File: src/rtl/cmd_fifo_pkg.sv
// Constants, register map and decode helpers of the command FIFO router
package cmd_fifo_pkg;

	// Register byte offsets
	localparam logic [7:0] OFS_CTRL = 8'h50;
	localparam logic [7:0] OFS_STAT = 8'h54;
	localparam logic [7:0] OFS_PUSH_HEAD = 8'h70;
	localparam logic [7:0] OFS_PUSH_BODY = 8'h74;
	localparam logic [7:0] OFS_PUSH_LAST = 8'h78;
	localparam logic [7:0] OFS_GEN_POP = 8'h80;
	localparam logic [7:0] OFS_MGMT_POP = 8'h84;
	localparam logic [7:0] OFS_CMD_POP = 8'h88;

	// Control register fields
	localparam int CTRL_UNSOL_EN = 0;
	localparam int CTRL_UNSOL_IRQ_EN = 1;
	localparam int CTRL_CLR_LSB = 4;
	localparam logic [1:0] CTRL_RESET = 2'h0;

	// First header quadlet fields, bit 0 is the least significant
	localparam int PRIO_LSB = 0;
	localparam int TCODE_LSB = 4;
	localparam int RETRY_LSB = 8;
	localparam int LABEL_LSB = 10;
	localparam int SPEED_LSB = 16;

	// Speed codes
	localparam logic [1:0] SPD_100 = 2'h0;
	localparam logic [1:0] SPD_200 = 2'h1;
	localparam logic [1:0] SPD_400 = 2'h2;

	// Transaction codes
	localparam logic [3:0] TC_WR_BLK = 4'h1;
	localparam logic [3:0] TC_WR_RESP = 4'h2;
	localparam logic [3:0] TC_RD_BLK = 4'h5;
	localparam logic [3:0] TC_RDQ_RESP = 4'h6;
	localparam logic [3:0] TC_RDB_RESP = 4'h7;
	localparam logic [3:0] TC_LOCK_RESP = 4'hB;

	// Label patterns
	localparam logic [3:0] LBL_MGMT_HOST = 4'h8;
	localparam logic [3:0] LBL_CMD_HOST = 4'hC;
	localparam logic [2:0] LBL_UNSOL = 3'h7;
	localparam logic [1:0] LBL_DMA = 2'h1;
	localparam logic [5:0] LBL_MGMT_AUTO = 6'h28;
	localparam logic [5:0] LBL_GEN_MAX = 6'h0E;

	// Queue and FIFO selectors
	localparam logic [1:0] Q_GEN = 2'h0;
	localparam logic [1:0] Q_MGMT = 2'h1;
	localparam logic [1:0] Q_CMD = 2'h2;
	localparam logic [1:0] Q_DATA = 2'h3;

	function automatic logic is_resp(input logic [3:0] tc);
		return tc == TC_WR_RESP || tc == TC_RDQ_RESP || tc == TC_RDB_RESP || tc == TC_LOCK_RESP;
	endfunction

	function automatic logic [5:0] label_of(input logic [31:0] h);
		return h[LABEL_LSB +: 6];
	endfunction

	function automatic logic [3:0] tcode_of(input logic [31:0] h);
		return h[TCODE_LSB +: 4];
	endfunction

endpackage

File: src/rtl/cmd_fifo_router.sv
// Command FIFO router: transmit push ports, receive steering and pop ports
//
// Functional notes
// - Packets pushed via head, body and last ports; last port commits the packet.
// - Three read ports pop general, management and command receive FIFOs.
// - Transmit queue chosen from header label and transaction code.
// - Response label steers it into the receive FIFO paired with its queue.
// - Block read with label 10_00xx uses management queue and FIFO.
// - Block read with label 11_00xx uses command queue and FIFO.
// - Responses leave general queue; labels 00_0000-00_1110 requests pair general FIFOs.
// - Block write label 11_1xxx is unsolicited status, general queue and FIFO.
// - Sending unsolicited status with irq enable set clears the status enable.
// - Unified unsolicited status write reserves no receive slot for a response.
// - DMA labels 01_xxxx use general transmit queue and data receive FIFO.
// - Management auto fetch label 10_1000 responses go to management FIFO.
// - Command auto fetch labels 11_1xxx block read responses go to command FIFO.
// - Host requests labelled 01_xxxx get responses in data receive FIFO.
// - Quadlet packets: two address quadlets, data only for writes and read responses.
// - Header: speed 17:16, label 15:10, retry 9:8, tcode 7:4, priority 3:0.
// - Block packet second quadlet: 16-bit destination ID then offset high.
// - Fourth block quadlet: data length then extended code; payload follows.
// - Speed codes 00, 01, 10 are 100, 200, 400; 11 undefined.
//
// Design decision made here: the Avalon-MM interface to the registers.
`timescale 1ns/1ps

module cmd_fifo_router #(
	parameter int DEPTH = 16
) (
	// Clock and reset
	input wire logic clk,
	input wire logic rst_n,
	// Avalon-MM slave
	input wire logic [7:0] avs_address,
	input wire logic avs_read,
	input wire logic avs_write,
	input wire logic [31:0] avs_writedata,
	input wire logic [3:0] avs_byteenable,
	output logic [31:0] avs_readdata,
	output logic avs_waitrequest,
	// Transmit stream to the link queues
	output logic tx_valid,
	output logic [31:0] tx_data,
	output logic tx_first,
	output logic tx_last,
	output logic [1:0] tx_queue,
	input wire logic tx_ready,
	// Received response stream from the link
	input wire logic rx_valid,
	input wire logic [31:0] rx_data,
	input wire logic rx_first,
	input wire logic rx_last,
	output logic rx_ready,
	// Responses steered to the data receive FIFO
	output logic drx_valid,
	output logic [31:0] drx_data,
	output logic drx_first,
	output logic drx_last,
	input wire logic drx_ready,
	// Control levels
	output logic unsol_status_enable,
	output logic unsol_status_irq_enable
);

	localparam int AW = $clog2(DEPTH);
	localparam int CW = $clog2(DEPTH + 1);
	localparam logic [CW-1:0] FULL_CNT = CW'(DEPTH);
	localparam logic [AW-1:0] LAST_PTR = AW'(DEPTH - 1);

	////////////////////////////////////////////////////////////////////////////
	// Routing decodes

	function automatic logic [1:0] tx_route(input logic [31:0] h);
		logic [5:0] lb;
		logic [3:0] tc;
		lb = cmd_fifo_pkg::label_of(h);
		tc = cmd_fifo_pkg::tcode_of(h);
		if (cmd_fifo_pkg::is_resp(tc)) begin
			return cmd_fifo_pkg::Q_GEN;
		end else if (tc == cmd_fifo_pkg::TC_RD_BLK && lb[5:2] == cmd_fifo_pkg::LBL_MGMT_HOST) begin
			return cmd_fifo_pkg::Q_MGMT;
		end else if (tc == cmd_fifo_pkg::TC_RD_BLK && lb[5:2] == cmd_fifo_pkg::LBL_CMD_HOST) begin
			return cmd_fifo_pkg::Q_CMD;
		end else begin
			return cmd_fifo_pkg::Q_GEN;
		end
	endfunction

	function automatic logic [1:0] rx_route(input logic [31:0] h);
		logic [5:0] lb;
		logic [3:0] tc;
		lb = cmd_fifo_pkg::label_of(h);
		tc = cmd_fifo_pkg::tcode_of(h);
		if (lb[5:4] == cmd_fifo_pkg::LBL_DMA) begin
			return cmd_fifo_pkg::Q_DATA;
		end else if (lb[5:2] == cmd_fifo_pkg::LBL_MGMT_HOST || lb == cmd_fifo_pkg::LBL_MGMT_AUTO) begin
			return cmd_fifo_pkg::Q_MGMT;
		end else if (lb[5:2] == cmd_fifo_pkg::LBL_CMD_HOST) begin
			return cmd_fifo_pkg::Q_CMD;
		end else if (lb[5:3] == cmd_fifo_pkg::LBL_UNSOL && tc == cmd_fifo_pkg::TC_RDB_RESP) begin
			return cmd_fifo_pkg::Q_CMD;
		end else begin
			return cmd_fifo_pkg::Q_GEN;
		end
	endfunction

	function automatic logic is_unsol(input logic [31:0] h);
		logic [5:0] lb;
		lb = cmd_fifo_pkg::label_of(h);
		return cmd_fifo_pkg::tcode_of(h) == cmd_fifo_pkg::TC_WR_BLK
			&& lb[5:3] == cmd_fifo_pkg::LBL_UNSOL;
	endfunction

	////////////////////////////////////////////////////////////////////////////
	// Bus request decode

	logic wait_q;
	logic [31:0] rdata_q;
	logic is_head;
	logic is_body;
	logic is_last;
	logic is_tx_wr;
	logic tx_slot;
	logic take;
	logic take_rd;
	logic take_wr;
	logic [1:0] pop_sel;
	logic pop_port;

	assign is_head = avs_address == cmd_fifo_pkg::OFS_PUSH_HEAD;
	assign is_body = avs_address == cmd_fifo_pkg::OFS_PUSH_BODY;
	assign is_last = avs_address == cmd_fifo_pkg::OFS_PUSH_LAST;
	assign is_tx_wr = avs_write && (is_head || is_body || is_last);
	// Push stalls on waitrequest while the link holds the previous quadlet
	assign tx_slot = !tx_valid || tx_ready;
	assign take = (avs_read || avs_write) && wait_q && (!is_tx_wr || tx_slot);
	assign take_rd = take && avs_read;
	assign take_wr = take && avs_write;

	always_comb begin
		pop_port = 1'b1;
		pop_sel = cmd_fifo_pkg::Q_GEN;
		unique case (avs_address)
			cmd_fifo_pkg::OFS_GEN_POP: pop_sel = cmd_fifo_pkg::Q_GEN;
			cmd_fifo_pkg::OFS_MGMT_POP: pop_sel = cmd_fifo_pkg::Q_MGMT;
			cmd_fifo_pkg::OFS_CMD_POP: pop_sel = cmd_fifo_pkg::Q_CMD;
			default: pop_port = 1'b0;
		endcase
	end

	////////////////////////////////////////////////////////////////////////////
	// Control register

	logic en_q;
	logic irq_en_q;
	logic in_pkt_q;
	logic unsol_pkt_q;
	logic [2:0] clr;
	logic commit;

	assign commit = take_wr && is_last && in_pkt_q;
	assign clr = (take_wr && avs_address == cmd_fifo_pkg::OFS_CTRL && avs_byteenable[0])
		? avs_writedata[cmd_fifo_pkg::CTRL_CLR_LSB +: 3] : 3'h0;

	always_ff @(posedge clk or negedge rst_n) begin
		if (!rst_n) begin
			en_q <= cmd_fifo_pkg::CTRL_RESET[cmd_fifo_pkg::CTRL_UNSOL_EN];
			irq_en_q <= cmd_fifo_pkg::CTRL_RESET[cmd_fifo_pkg::CTRL_UNSOL_IRQ_EN];
		end else if (take_wr && avs_address == cmd_fifo_pkg::OFS_CTRL && avs_byteenable[0]) begin
			en_q <= avs_writedata[cmd_fifo_pkg::CTRL_UNSOL_EN];
			irq_en_q <= avs_writedata[cmd_fifo_pkg::CTRL_UNSOL_IRQ_EN];
		end else if (commit && unsol_pkt_q && irq_en_q) begin
			en_q <= 1'b0;
		end
	end

	assign unsol_status_enable = en_q;
	assign unsol_status_irq_enable = irq_en_q;

	////////////////////////////////////////////////////////////////////////////
	// Transmit push path

	logic tx_valid_q;
	logic [31:0] tx_data_q;
	logic tx_first_q;
	logic tx_last_q;
	logic [1:0] tx_queue_q;
	logic [1:0] pkt_queue_q;
	logic push_ok;

	// Body and last quadlets without an open packet are dropped
	assign push_ok = take_wr && (is_head || ((is_body || is_last) && in_pkt_q));

	always_ff @(posedge clk or negedge rst_n) begin
		if (!rst_n) begin
			in_pkt_q <= 1'b0;
			unsol_pkt_q <= 1'b0;
			pkt_queue_q <= cmd_fifo_pkg::Q_GEN;
		end else if (take_wr && is_head) begin
			in_pkt_q <= 1'b1;
			unsol_pkt_q <= is_unsol(avs_writedata);
			pkt_queue_q <= tx_route(avs_writedata);
		end else if (commit) begin
			in_pkt_q <= 1'b0;
		end
	end

	always_ff @(posedge clk or negedge rst_n) begin
		if (!rst_n) begin
			tx_valid_q <= 1'b0;
			tx_data_q <= 32'h0;
			tx_first_q <= 1'b0;
			tx_last_q <= 1'b0;
			tx_queue_q <= cmd_fifo_pkg::Q_GEN;
		end else if (push_ok) begin
			tx_valid_q <= 1'b1;
			tx_data_q <= avs_writedata;
			tx_first_q <= is_head;
			tx_last_q <= is_last;
			tx_queue_q <= is_head ? tx_route(avs_writedata) : pkt_queue_q;
		end else if (tx_ready) begin
			tx_valid_q <= 1'b0;
		end
	end

	assign tx_valid = tx_valid_q;
	assign tx_data = tx_data_q;
	assign tx_first = tx_first_q;
	assign tx_last = tx_last_q;
	assign tx_queue = tx_queue_q;

	////////////////////////////////////////////////////////////////////////////
	// Receive steering

	logic rx_ready_q;
	logic rx_take;
	logic [1:0] rx_dest_q;
	logic [1:0] dest_now;
	logic drx_push;
	logic drx_valid_d;

	assign rx_take = rx_valid && rx_ready_q;
	// Whole packet follows the FIFO picked from its first quadlet
	assign dest_now = rx_first ? rx_route(rx_data) : rx_dest_q;
	assign drx_push = rx_take && dest_now == cmd_fifo_pkg::Q_DATA;
	assign drx_valid_d = drx_push || (drx_valid && !drx_ready);

	always_ff @(posedge clk or negedge rst_n) begin
		if (!rst_n) begin
			rx_dest_q <= cmd_fifo_pkg::Q_GEN;
		end else if (rx_take && rx_first) begin
			rx_dest_q <= dest_now;
		end
	end

	logic drx_valid_q;
	logic [31:0] drx_data_q;
	logic drx_first_q;
	logic drx_last_q;

	always_ff @(posedge clk or negedge rst_n) begin
		if (!rst_n) begin
			drx_valid_q <= 1'b0;
			drx_data_q <= 32'h0;
			drx_first_q <= 1'b0;
			drx_last_q <= 1'b0;
		end else begin
			drx_valid_q <= drx_valid_d;
			if (drx_push) begin
				drx_data_q <= rx_data;
				drx_first_q <= rx_first;
				drx_last_q <= rx_last;
			end
		end
	end

	assign drx_valid = drx_valid_q;
	assign drx_data = drx_data_q;
	assign drx_first = drx_first_q;
	assign drx_last = drx_last_q;

	////////////////////////////////////////////////////////////////////////////
	// Receive FIFOs: general, management, command

	logic [31:0] mem_q [3][DEPTH];
	logic [AW-1:0] wp_q [3];
	logic [AW-1:0] rp_q [3];
	logic [CW-1:0] cnt_q [3];
	logic [CW-1:0] cnt_d [3];
	logic [2:0] push;
	logic [2:0] pop;
	logic [2:0] room_d;
	logic [2:0] nonempty;

	for (genvar g = 0; g < 3; g++) begin : g_rxf
		assign push[g] = rx_take && dest_now == 2'(g);
		// Empty FIFO read leaves the pointers alone
		assign pop[g] = take_rd && pop_port && pop_sel == 2'(g) && cnt_q[g] != '0;
		assign nonempty[g] = cnt_q[g] != '0;
		assign room_d[g] = cnt_d[g] != FULL_CNT;

		always_comb begin
			cnt_d[g] = cnt_q[g];
			if (clr[g]) begin
				cnt_d[g] = '0;
			end else if (push[g] && !pop[g]) begin
				cnt_d[g] = cnt_q[g] + 1'b1;
			end else if (pop[g] && !push[g]) begin
				cnt_d[g] = cnt_q[g] - 1'b1;
			end
		end

		always_ff @(posedge clk or negedge rst_n) begin
			if (!rst_n) begin
				cnt_q[g] <= '0;
				wp_q[g] <= '0;
				rp_q[g] <= '0;
			end else begin
				cnt_q[g] <= cnt_d[g];
				if (clr[g]) begin
					wp_q[g] <= '0;
					rp_q[g] <= '0;
				end else begin
					if (push[g]) begin
						wp_q[g] <= wp_q[g] == LAST_PTR ? '0 : wp_q[g] + 1'b1;
					end
					if (pop[g]) begin
						rp_q[g] <= rp_q[g] == LAST_PTR ? '0 : rp_q[g] + 1'b1;
					end
				end
			end
		end

		always_ff @(posedge clk) begin
			if (push[g]) begin
				mem_q[g][wp_q[g]] <= rx_data;
			end
		end
	end

	// Ready only when every FIFO and the data stage can take one more quadlet
	always_ff @(posedge clk or negedge rst_n) begin
		if (!rst_n) begin
			rx_ready_q <= 1'b0;
		end else begin
			rx_ready_q <= (&room_d) && !drx_valid_d;
		end
	end

	assign rx_ready = rx_ready_q;

	////////////////////////////////////////////////////////////////////////////
	// Bus answer

	logic [31:0] rd_word;

	always_comb begin
		rd_word = 32'h0;
		unique case (avs_address)
			cmd_fifo_pkg::OFS_CTRL: begin
				rd_word[cmd_fifo_pkg::CTRL_UNSOL_EN] = en_q;
				rd_word[cmd_fifo_pkg::CTRL_UNSOL_IRQ_EN] = irq_en_q;
			end
			cmd_fifo_pkg::OFS_STAT: begin
				rd_word = {8'(cnt_q[2]), 8'(cnt_q[1]), 8'(cnt_q[0]),
					3'h0, drx_valid_q, nonempty, in_pkt_q};
			end
			cmd_fifo_pkg::OFS_GEN_POP, cmd_fifo_pkg::OFS_MGMT_POP,
			cmd_fifo_pkg::OFS_CMD_POP: begin
				if (cnt_q[pop_sel] != '0) begin
					rd_word = mem_q[pop_sel][rp_q[pop_sel]];
				end
			end
			default: rd_word = 32'h0;
		endcase
	end

	always_ff @(posedge clk or negedge rst_n) begin
		if (!rst_n) begin
			wait_q <= 1'b1;
			rdata_q <= 32'h0;
		end else begin
			wait_q <= !take;
			if (take_rd) begin
				rdata_q <= rd_word;
			end
		end
	end

	assign avs_waitrequest = wait_q;
	assign avs_readdata = rdata_q;

endmodule // cmd_fifo_router

File: config.mk
export PLATFORM = sky130hd
export DESIGN_NAME = cmd_fifo_router
export DESIGN_NICKNAME = d
export VERILOG_FILES = /design/src/rtl/cmd_fifo_pkg.sv /design/src/rtl/cmd_fifo_router.sv
export SDC_FILE = /design/constraint.sdc
export NUM_CORES = 2
export LEC_CHECK = 0
export BUFFER_PORTS_ARGS = -buffer_cell sky130_fd_sc_hd__buf_2
export CAP_MARGIN = 25
export CORE_MARGIN = 1.5
export CORE_UTILIZATION = 40
export DETAILED_ROUTE_END_ITERATION = 10
export PLACE_DENSITY = 0.65
export SYNTH_ARGS = -nofsm -noshare
export SYNTH_HDL_FRONTEND = slang
export SYNTH_SLANG_ARGS = --single-unit
File: constraint.sdc
create_clock -name clk -period 6.87 [get_ports clk]
set_clock_uncertainty 0.05 [all_clocks]
set_input_delay 1.0305 -clock clk [delete_from_list [all_inputs] [get_ports clk]]
set_output_delay 1.0305 -clock clk [all_outputs]
set_load 0.02 [all_outputs]
After elaboration in Yosys (flattened, before gate mapping)
Memory sizes are Yosys's and may differ from the RTL's.
Index checks and enable logic that the tools add are counted.
Widths: inputs -> output; s select.
{ "totals": {"mem_count": 1, "input_bits": 85, "mem_bits_rw": 1536, "reg_bits": 153, "output_inout_bits": 108} }
{ "classes": {"magnitude_cmp": 8, "n_eq_ne": 37, "addsub": 12, "mux": 75, "n_reduce_logical": 84, "n_bitwise": 5} }
{ "memory_table": {"columns": ["memory", "words", "width", "read_ports", "rd_ports_with_merged_regs", "write_ports", "line", "text"], "rows": [
  ["mem_q", 3, 512, 1, 0, 1, "cmd_fifo_router.sv:285", "logic [31:0] mem_q [3][DEPTH];"]
]} }
{ "ops": {"columns": ["cell", "count"], "rows": [
  ["$mux 512", 7],
  ["$reduce_or 512->1", 2],
  ["$demux 32 s4", 3],
  ["$mux 32", 6],
  ["$bmux 32 s4", 1],
  ["$mux 4", 20],
  ["$pmux 30 s2", 1],
  ["$mux 5", 11],
  ["$eq 4x4->1 const B", 11],
  ["$logic_and 1x1->1", 42],
  ["$eq 8x7->1 const B", 5],
  ["$add 4x1->4 const B", 6],
  ["$eq 8x8->1 const B", 3],
  ["$mux 2", 11],
  ["$ge 5x5->1 const B", 4],
  ["$not 4->5", 4],
  ["$reduce_bool 5->1", 4],
  ["$reduce_bool 2->1", 9],
  ["$eq 4x3->1 const B", 4],
  ["$add 5x1->5 const B", 3],
  ["$lt 5x1->1 const B", 3],
  ["$ne 5x5->1 const B", 3],
  ["$sub 5x1->5 const B", 3],
  ["$logic_or 1x1->1", 12],
  ["other kinds (18)", 43]
]} }

Logic depth before layout (Yosys ltp)
{ "depth": {"depth_word": 18, "mapped_depth": 14, "depth_no_buf": 9} }

Least setup slack after synthesis
OpenSTA, ideal clock, no wires.
{ "synth_path": {"path_kind": "input to register", "startpoint": "input rx_first", "endpoint": "memory mem_q[1][384] (netlist bit) (enable)", "path_stages": 8, "setup_ns": 0.461, "arrival_time_ns": 4.641, "required_ns": 6.359, "setup_slack_ns": 1.718, "path_cell_list": "clkbuf_1 -> nor2b_1 -> a32o_1 -> and2_1 -> clkbuf_1 -> clkbuf_1 -> nand2_1 -> nor3_1"} }
{ "synth_between": {"elab_chain_cells": 8} }
{ "synth_rtl": {"columns": ["element", "line", "text"], "rows": [
  ["start, declared", "cmd_fifo_router.sv:51", "input wire logic rx_first,"],
  ["$mux 2 (*)", "cmd_fifo_router.sv:244", "assign dest_now = rx_first ? rx_route(rx_data) : rx_dest_q;"],
  ["$eq 2x1->1", "cmd_fifo_router.sv:296", "assign push[g] = rx_take && dest_now == 2'(g);"],
  ["$logic_and 1x1->1", "cmd_fifo_router.sv:296", null],
  ["$mux 1", "cmd_fifo_router.sv:335", "if (push[g]) begin"],
  ["$mux 512 (not written as such)", "cmd_fifo_router.sv:336", "mem_q[g][wp_q[g]] <= rx_data;"],
  ["$reduce_or 512->1 (no source line)", null, null],
  ["$mux 2 (no source line) / $mux 512 (equally long branches) (2 in series)", null, null],
  ["end, declared", "cmd_fifo_router.sv:285", null]
]} }
Mark *: on every way between the ends. The rest lies on a longest branch, timed or not.

Worst setup path in the final report
{ "layout_path": {"startpoint": "input avs_address[5]", "endpoint": "register rdata_q[2] (netlist: avs_readdata[2])"} }
{ "layout_between": {"elab_chain_cells": 12} }
{ "layout_rtl": {"columns": ["element", "line", "text"], "rows": [
  ["start, declared", "cmd_fifo_router.sv:34", "input wire logic [7:0] avs_address,"],
  ["$eq 8x8->1", "cmd_fifo_router.sv:143, cmd_fifo_router.sv:359", null],
  ["$pmux 2 s2", "cmd_fifo_router.sv:143", "unique case (avs_address)"],
  ["$not 2->3 (not written as such)", "cmd_fifo_router.sv:370, cmd_fifo_router.sv:371", null],
  ["$bmux 4 s2", "cmd_fifo_router.sv:371", "rd_word = mem_q[pop_sel][rp_q[pop_sel]];"],
  ["$mux 4 (not written as such) (2 in series)", "cmd_fifo_router.sv:371", null],
  ["$not 4->5 (not written as such)", "cmd_fifo_router.sv:371", null],
  ["$bmux 32 s4", "cmd_fifo_router.sv:371", null],
  ["$mux 32 (not written as such) (2 in series)", "cmd_fifo_router.sv:371", null],
  ["$mux 32", "cmd_fifo_router.sv:370", "if (cnt_q[pop_sel] != '0) begin"],
  ["$pmux 30 s2", "cmd_fifo_router.sv:359", "unique case (avs_address)"],
  ["end signal, assigned", "cmd_fifo_router.sv:385", "rdata_q <= rd_word;"],
  ["end, declared", "cmd_fifo_router.sv:118", "logic [31:0] rdata_q;"]
]} }
Parallel ways exist; a longest one is shown, timed or not. The select of a mux whose other input is x is not followed.
A chain may end at the register's enable or synchronous reset.

==> flow_metrics.env <==
export IMPL_crit_type="in2reg"
export IMPL_power_density_mw_per_mm2=303
export IMPL_final_setup_tns_ns=0
export IMPL_multi_input_area_mm2=0.0168
export IMPL_synthSimpleGateAreaFrac=0.101
export IMPL_muxShareOfSynthArea=0.0326
export IMPL_ys_seq_area_frac=0.735
export IMPL_avgViaCountPerCell=6.25
export IMPL_synth_compound_area_frac=0.100
export IMPL_grt_pass1_vias=43000
export IMPL_crit_path_end_kind="flop"
export IMPL_cts_setup_buffers=0
export IMPL_hold_path_class="in2async"
export IMPL_max_cap_violations=0
export IMPL_clock_path_buffers=3
export IMPL_ys_warnings_count=0
export IMPL_clock_root_buffer="clkbuf_16"
export IMPL_setup_violations=0
export IMPL_place_area_mm2=0.0725
export IMPL_period_share=0.701
export IMPL_antenna_found_initial=21
export IMPL_syn_avg_cell_area_um2=14.2
export IMPL_synthFlopType="edfxtp_1"
export IMPL_slowest_delay_ns=0.92
export IMPL_cts_buffers=171
export IMPL_cts_htree_levels=4
export IMPL_worstPathArrival_ns=5.49
export IMPL_critPathSlowestCell="nand3_1"
export IMPL_vias=46300
export IMPL_synth_xor_area_frac=0.00265
export IMPL_grt_max_degree=105
export IMPL_synth_area_mm2=0.0680
export IMPL_layout_commonest_cell="edfxtp_1"
export IMPL_io_buffers=189
export IMPL_netlist_instances=4802
export IMPL_grt_first_pass_wirelength_um=331000
export IMPL_start_util=0.402
export IMPL_ys_ff_latch=1689
export IMPL_gr_total_overflow=0
export IMPL_crit_required_ns=7.54
export IMPL_synth_area_top_cells="edfxtp_1 68%, dfrtp_1 5.6%, nand2_1 5.0%"
export IMPL_ctsResizeCount=0
export IMPL_clkTransAtPathRegs_ns=0.06
export IMPL_die_y_um=415
export IMPL_final_hold_viol_count=0
export IMPL_status="finished clean"
export IMPL_routabilityCongestion=0.929
export IMPL_drc_errors=0
export IMPL_first_pass_iters=6
export IMPL_vdd_drop_max_uv=189
export IMPL_rrSetupSlack_ns=2.41
export IMPL_grt_use_total=0.272
export IMPL_critical_path_most_common_cell="buf_4"
export IMPL_dieArea_mm2=0.172
export IMPL_drv_slew=0
export IMPL_leakage_nw=27.1
export IMPL_coreArea_mm2=0.169
export IMPL_io_pins=193
export IMPL_synth_edf_count=1536
export IMPL_clk_latency_ns=0.83
export IMPL_synth_top_area_share=0.679
export IMPL_post_route_min_period_ns=4.81
export IMPL_syn_to_final_growth_pct=14.8
export IMPL_regArea_mm2=0.0500
export IMPL_max_freq_mhz=208
export IMPL_rsz0062_at_grt="no"
export IMPL_synth_top_area_cell="edfxtp_1"
export IMPL_syn_num_nets=4908
export IMPL_post_dp_hpwl_um=141000
export IMPL_slew_headroom=0.0648
export IMPL_rows=151
export IMPL_tightest_slew_ns=1.40
export IMPL_cts_tree="yes"
export IMPL_fillers=14500
export IMPL_async_flop_share=0.0906
export IMPL_ys_types=98
export IMPL_drt_initial_drc_count=7421
export IMPL_cts_hold_fix_buffers=0
export IMPL_clock_sinks=1689
export IMPL_die_w_um=415
export IMPL_ant_nets=0
export IMPL_final_nets=5145
export IMPL_final_cell_area_mm2=0.0781
export IMPL_cp_max_fo=8
export IMPL_synth_top_family_by_area="simple AND/OR/NAND/NOR gates"
export IMPL_drive_gt1_frac=0.160
export IMPL_final_cell_mix="1536 x edfxtp_1, 903 x nand2_1, 201 x nand3_1"
export IMPL_wl_per_cell_um=32.3
export IMPL_synth_fa_ha_area_frac=0.00401
export IMPL_crit_chain="buf_2, or4b_1, nor2_2, and3_1, nand3_1, buf_4, a2111oi_0, buf_4, a31oi_1, a41oi_1"
export IMPL_cp_start_kind="input port"
export IMPL_finalWirelength_um=240000
-- sequential cells by signal (all words and copies together), names as in the netlist, 2 cells and up --
signal	cells
rx_dest_q	2
tx_queue	2
avs_readdata	32
tx_data	32
rp_q	12
pkt_queue_q	2
cnt_q	15
mem_q	1536
wp_q	12
drx_data	32
-- layout make-up --
class / count / area share
clock inverter: 88 / 0.00899
timing repair buffer: 393 / 0.0382
antenna: 12 / 0.000385
multi-input combinational: 2762 / 0.215
sequential: 1689 / 0.640
clock buffer: 228 / 0.0608
inverter: 22 / 0.00106
tap: 2218 / 0.0356
-- path summary, 6_finish.rpt --
| path | startpoint | endpoint | cells after the start |
|---|---|---|---|
| min in group clk | rx_last | drx_last$_DFFE_PN0P_ | 2 |
| setup / recovery | avs_address[5] | avs_readdata[2]$_DFFE_PN0N_ | 10 |
| max in group asynchronous | rst_n | drx_data[1]$_DFFE_PN0P_ | 2 |
| hold reg to reg | pkt_queue_q[1]$_DFFE_PN0P_ | pkt_queue_q[1]$_DFFE_PN0P_ | 2 |
| hold / removal | rst_n | tx_data[17]$_DFFE_PN0P_ | 1 |
| setup reg to reg | rp_q[1]$_DFFE_PN0P_ | avs_readdata[23]$_DFFE_PN0N_ | 8 |
-- critical path, delay by kind of cell --
kind                   cells  cell delay, ns
AO/OA/AOI/OAI              3            0.92
buffers and inverters      3            0.94
AND/OR/NAND/NOR            4            2.56
-- report_power, final --
part	leakage, nW	internal, mW	switching, mW
Clock	2.68	5.22	3.95
Combinational	8.65	0.726	1.77
Sequential	15.8	11.7	0.333
Total	27.1	17.6	6.05
-- synth_stat cells, types with 9 or more instances --
cell,number
buf_4,19
nor4_1,10
a21o_1,10
buf_2,146
o311ai_0,10
a21oi_1,148
nand2_1,908
nor2_1,182
nand4_1,13
a22oi_1,55
and2_1,20
mux4_2,17
a311oi_1,67
nor3_1,43
a41oi_1,12
a22o_1,10
ha_1,21
mux2i_1,91
edfxtp_1,1536
clkbuf_1,133
a211o_1,14
and3_1,115
a32oi_1,23
a211oi_1,128
mux2_2,81
nand2b_1,10
xor2_1,10
o22a_1,9
a221oi_1,32
buf_1,22
o21ai_0,88
or3_1,10
o221ai_1,9
o211ai_1,35
o31ai_1,9
inv_1,22
a31oi_1,165
nand3_1,204
o22ai_1,34
dfrtp_1,152
-- per-layer routing --
metal | vias to the layer above | track usage | part of all wire
li1 | 19000 | - | -
met1 | 23300 | 0.354 | 0.36
met2 | 3277 | 0.409 | 0.45
met3 | 712 | 0.0773 | 0.13
met4 | 14 | 0.153 | 0.062
met5 | - | 0 | 0.00036
-- logic make-up (layout without fill, tap and decap cells) --
kind of cell	count (synthesis)	after routing
AND/OR/NAND/NOR	1570	1570
multiplexers	190	190
buffers and inverters	351	731
XOR/XNOR	19	19
flip-flops	1689	1689
adder cells (fa/ha/maj)	22	22
other	0	12
AO/OA/AOI/OAI	961	961
-- per-stage QoR --
| step | instances | hold slack [ns] | total power [mW] | utilization | worst slack, ns |
|---|---|---|---|---|---|
| floorplan | 4802 | 0.394 | 13.4 | - | 1.72 |
| global placement | 7068 | 0.419 | 14.6 | 0.428 | 1.53 |
| detailed placement | 7077 | 0.425 | 14.7 | 0.429 | 1.53 |
| CTS | 7393 | 0.288 | 23.6 | 0.461 | 2.35 |
| global route | 7400 | 0.301 | 24.3 | 0.461 | 2.11 |
| finish | 7412 | 0.249 | 23.7 | 0.462 | 2.06 |
(Power assumes the default switching activity.)
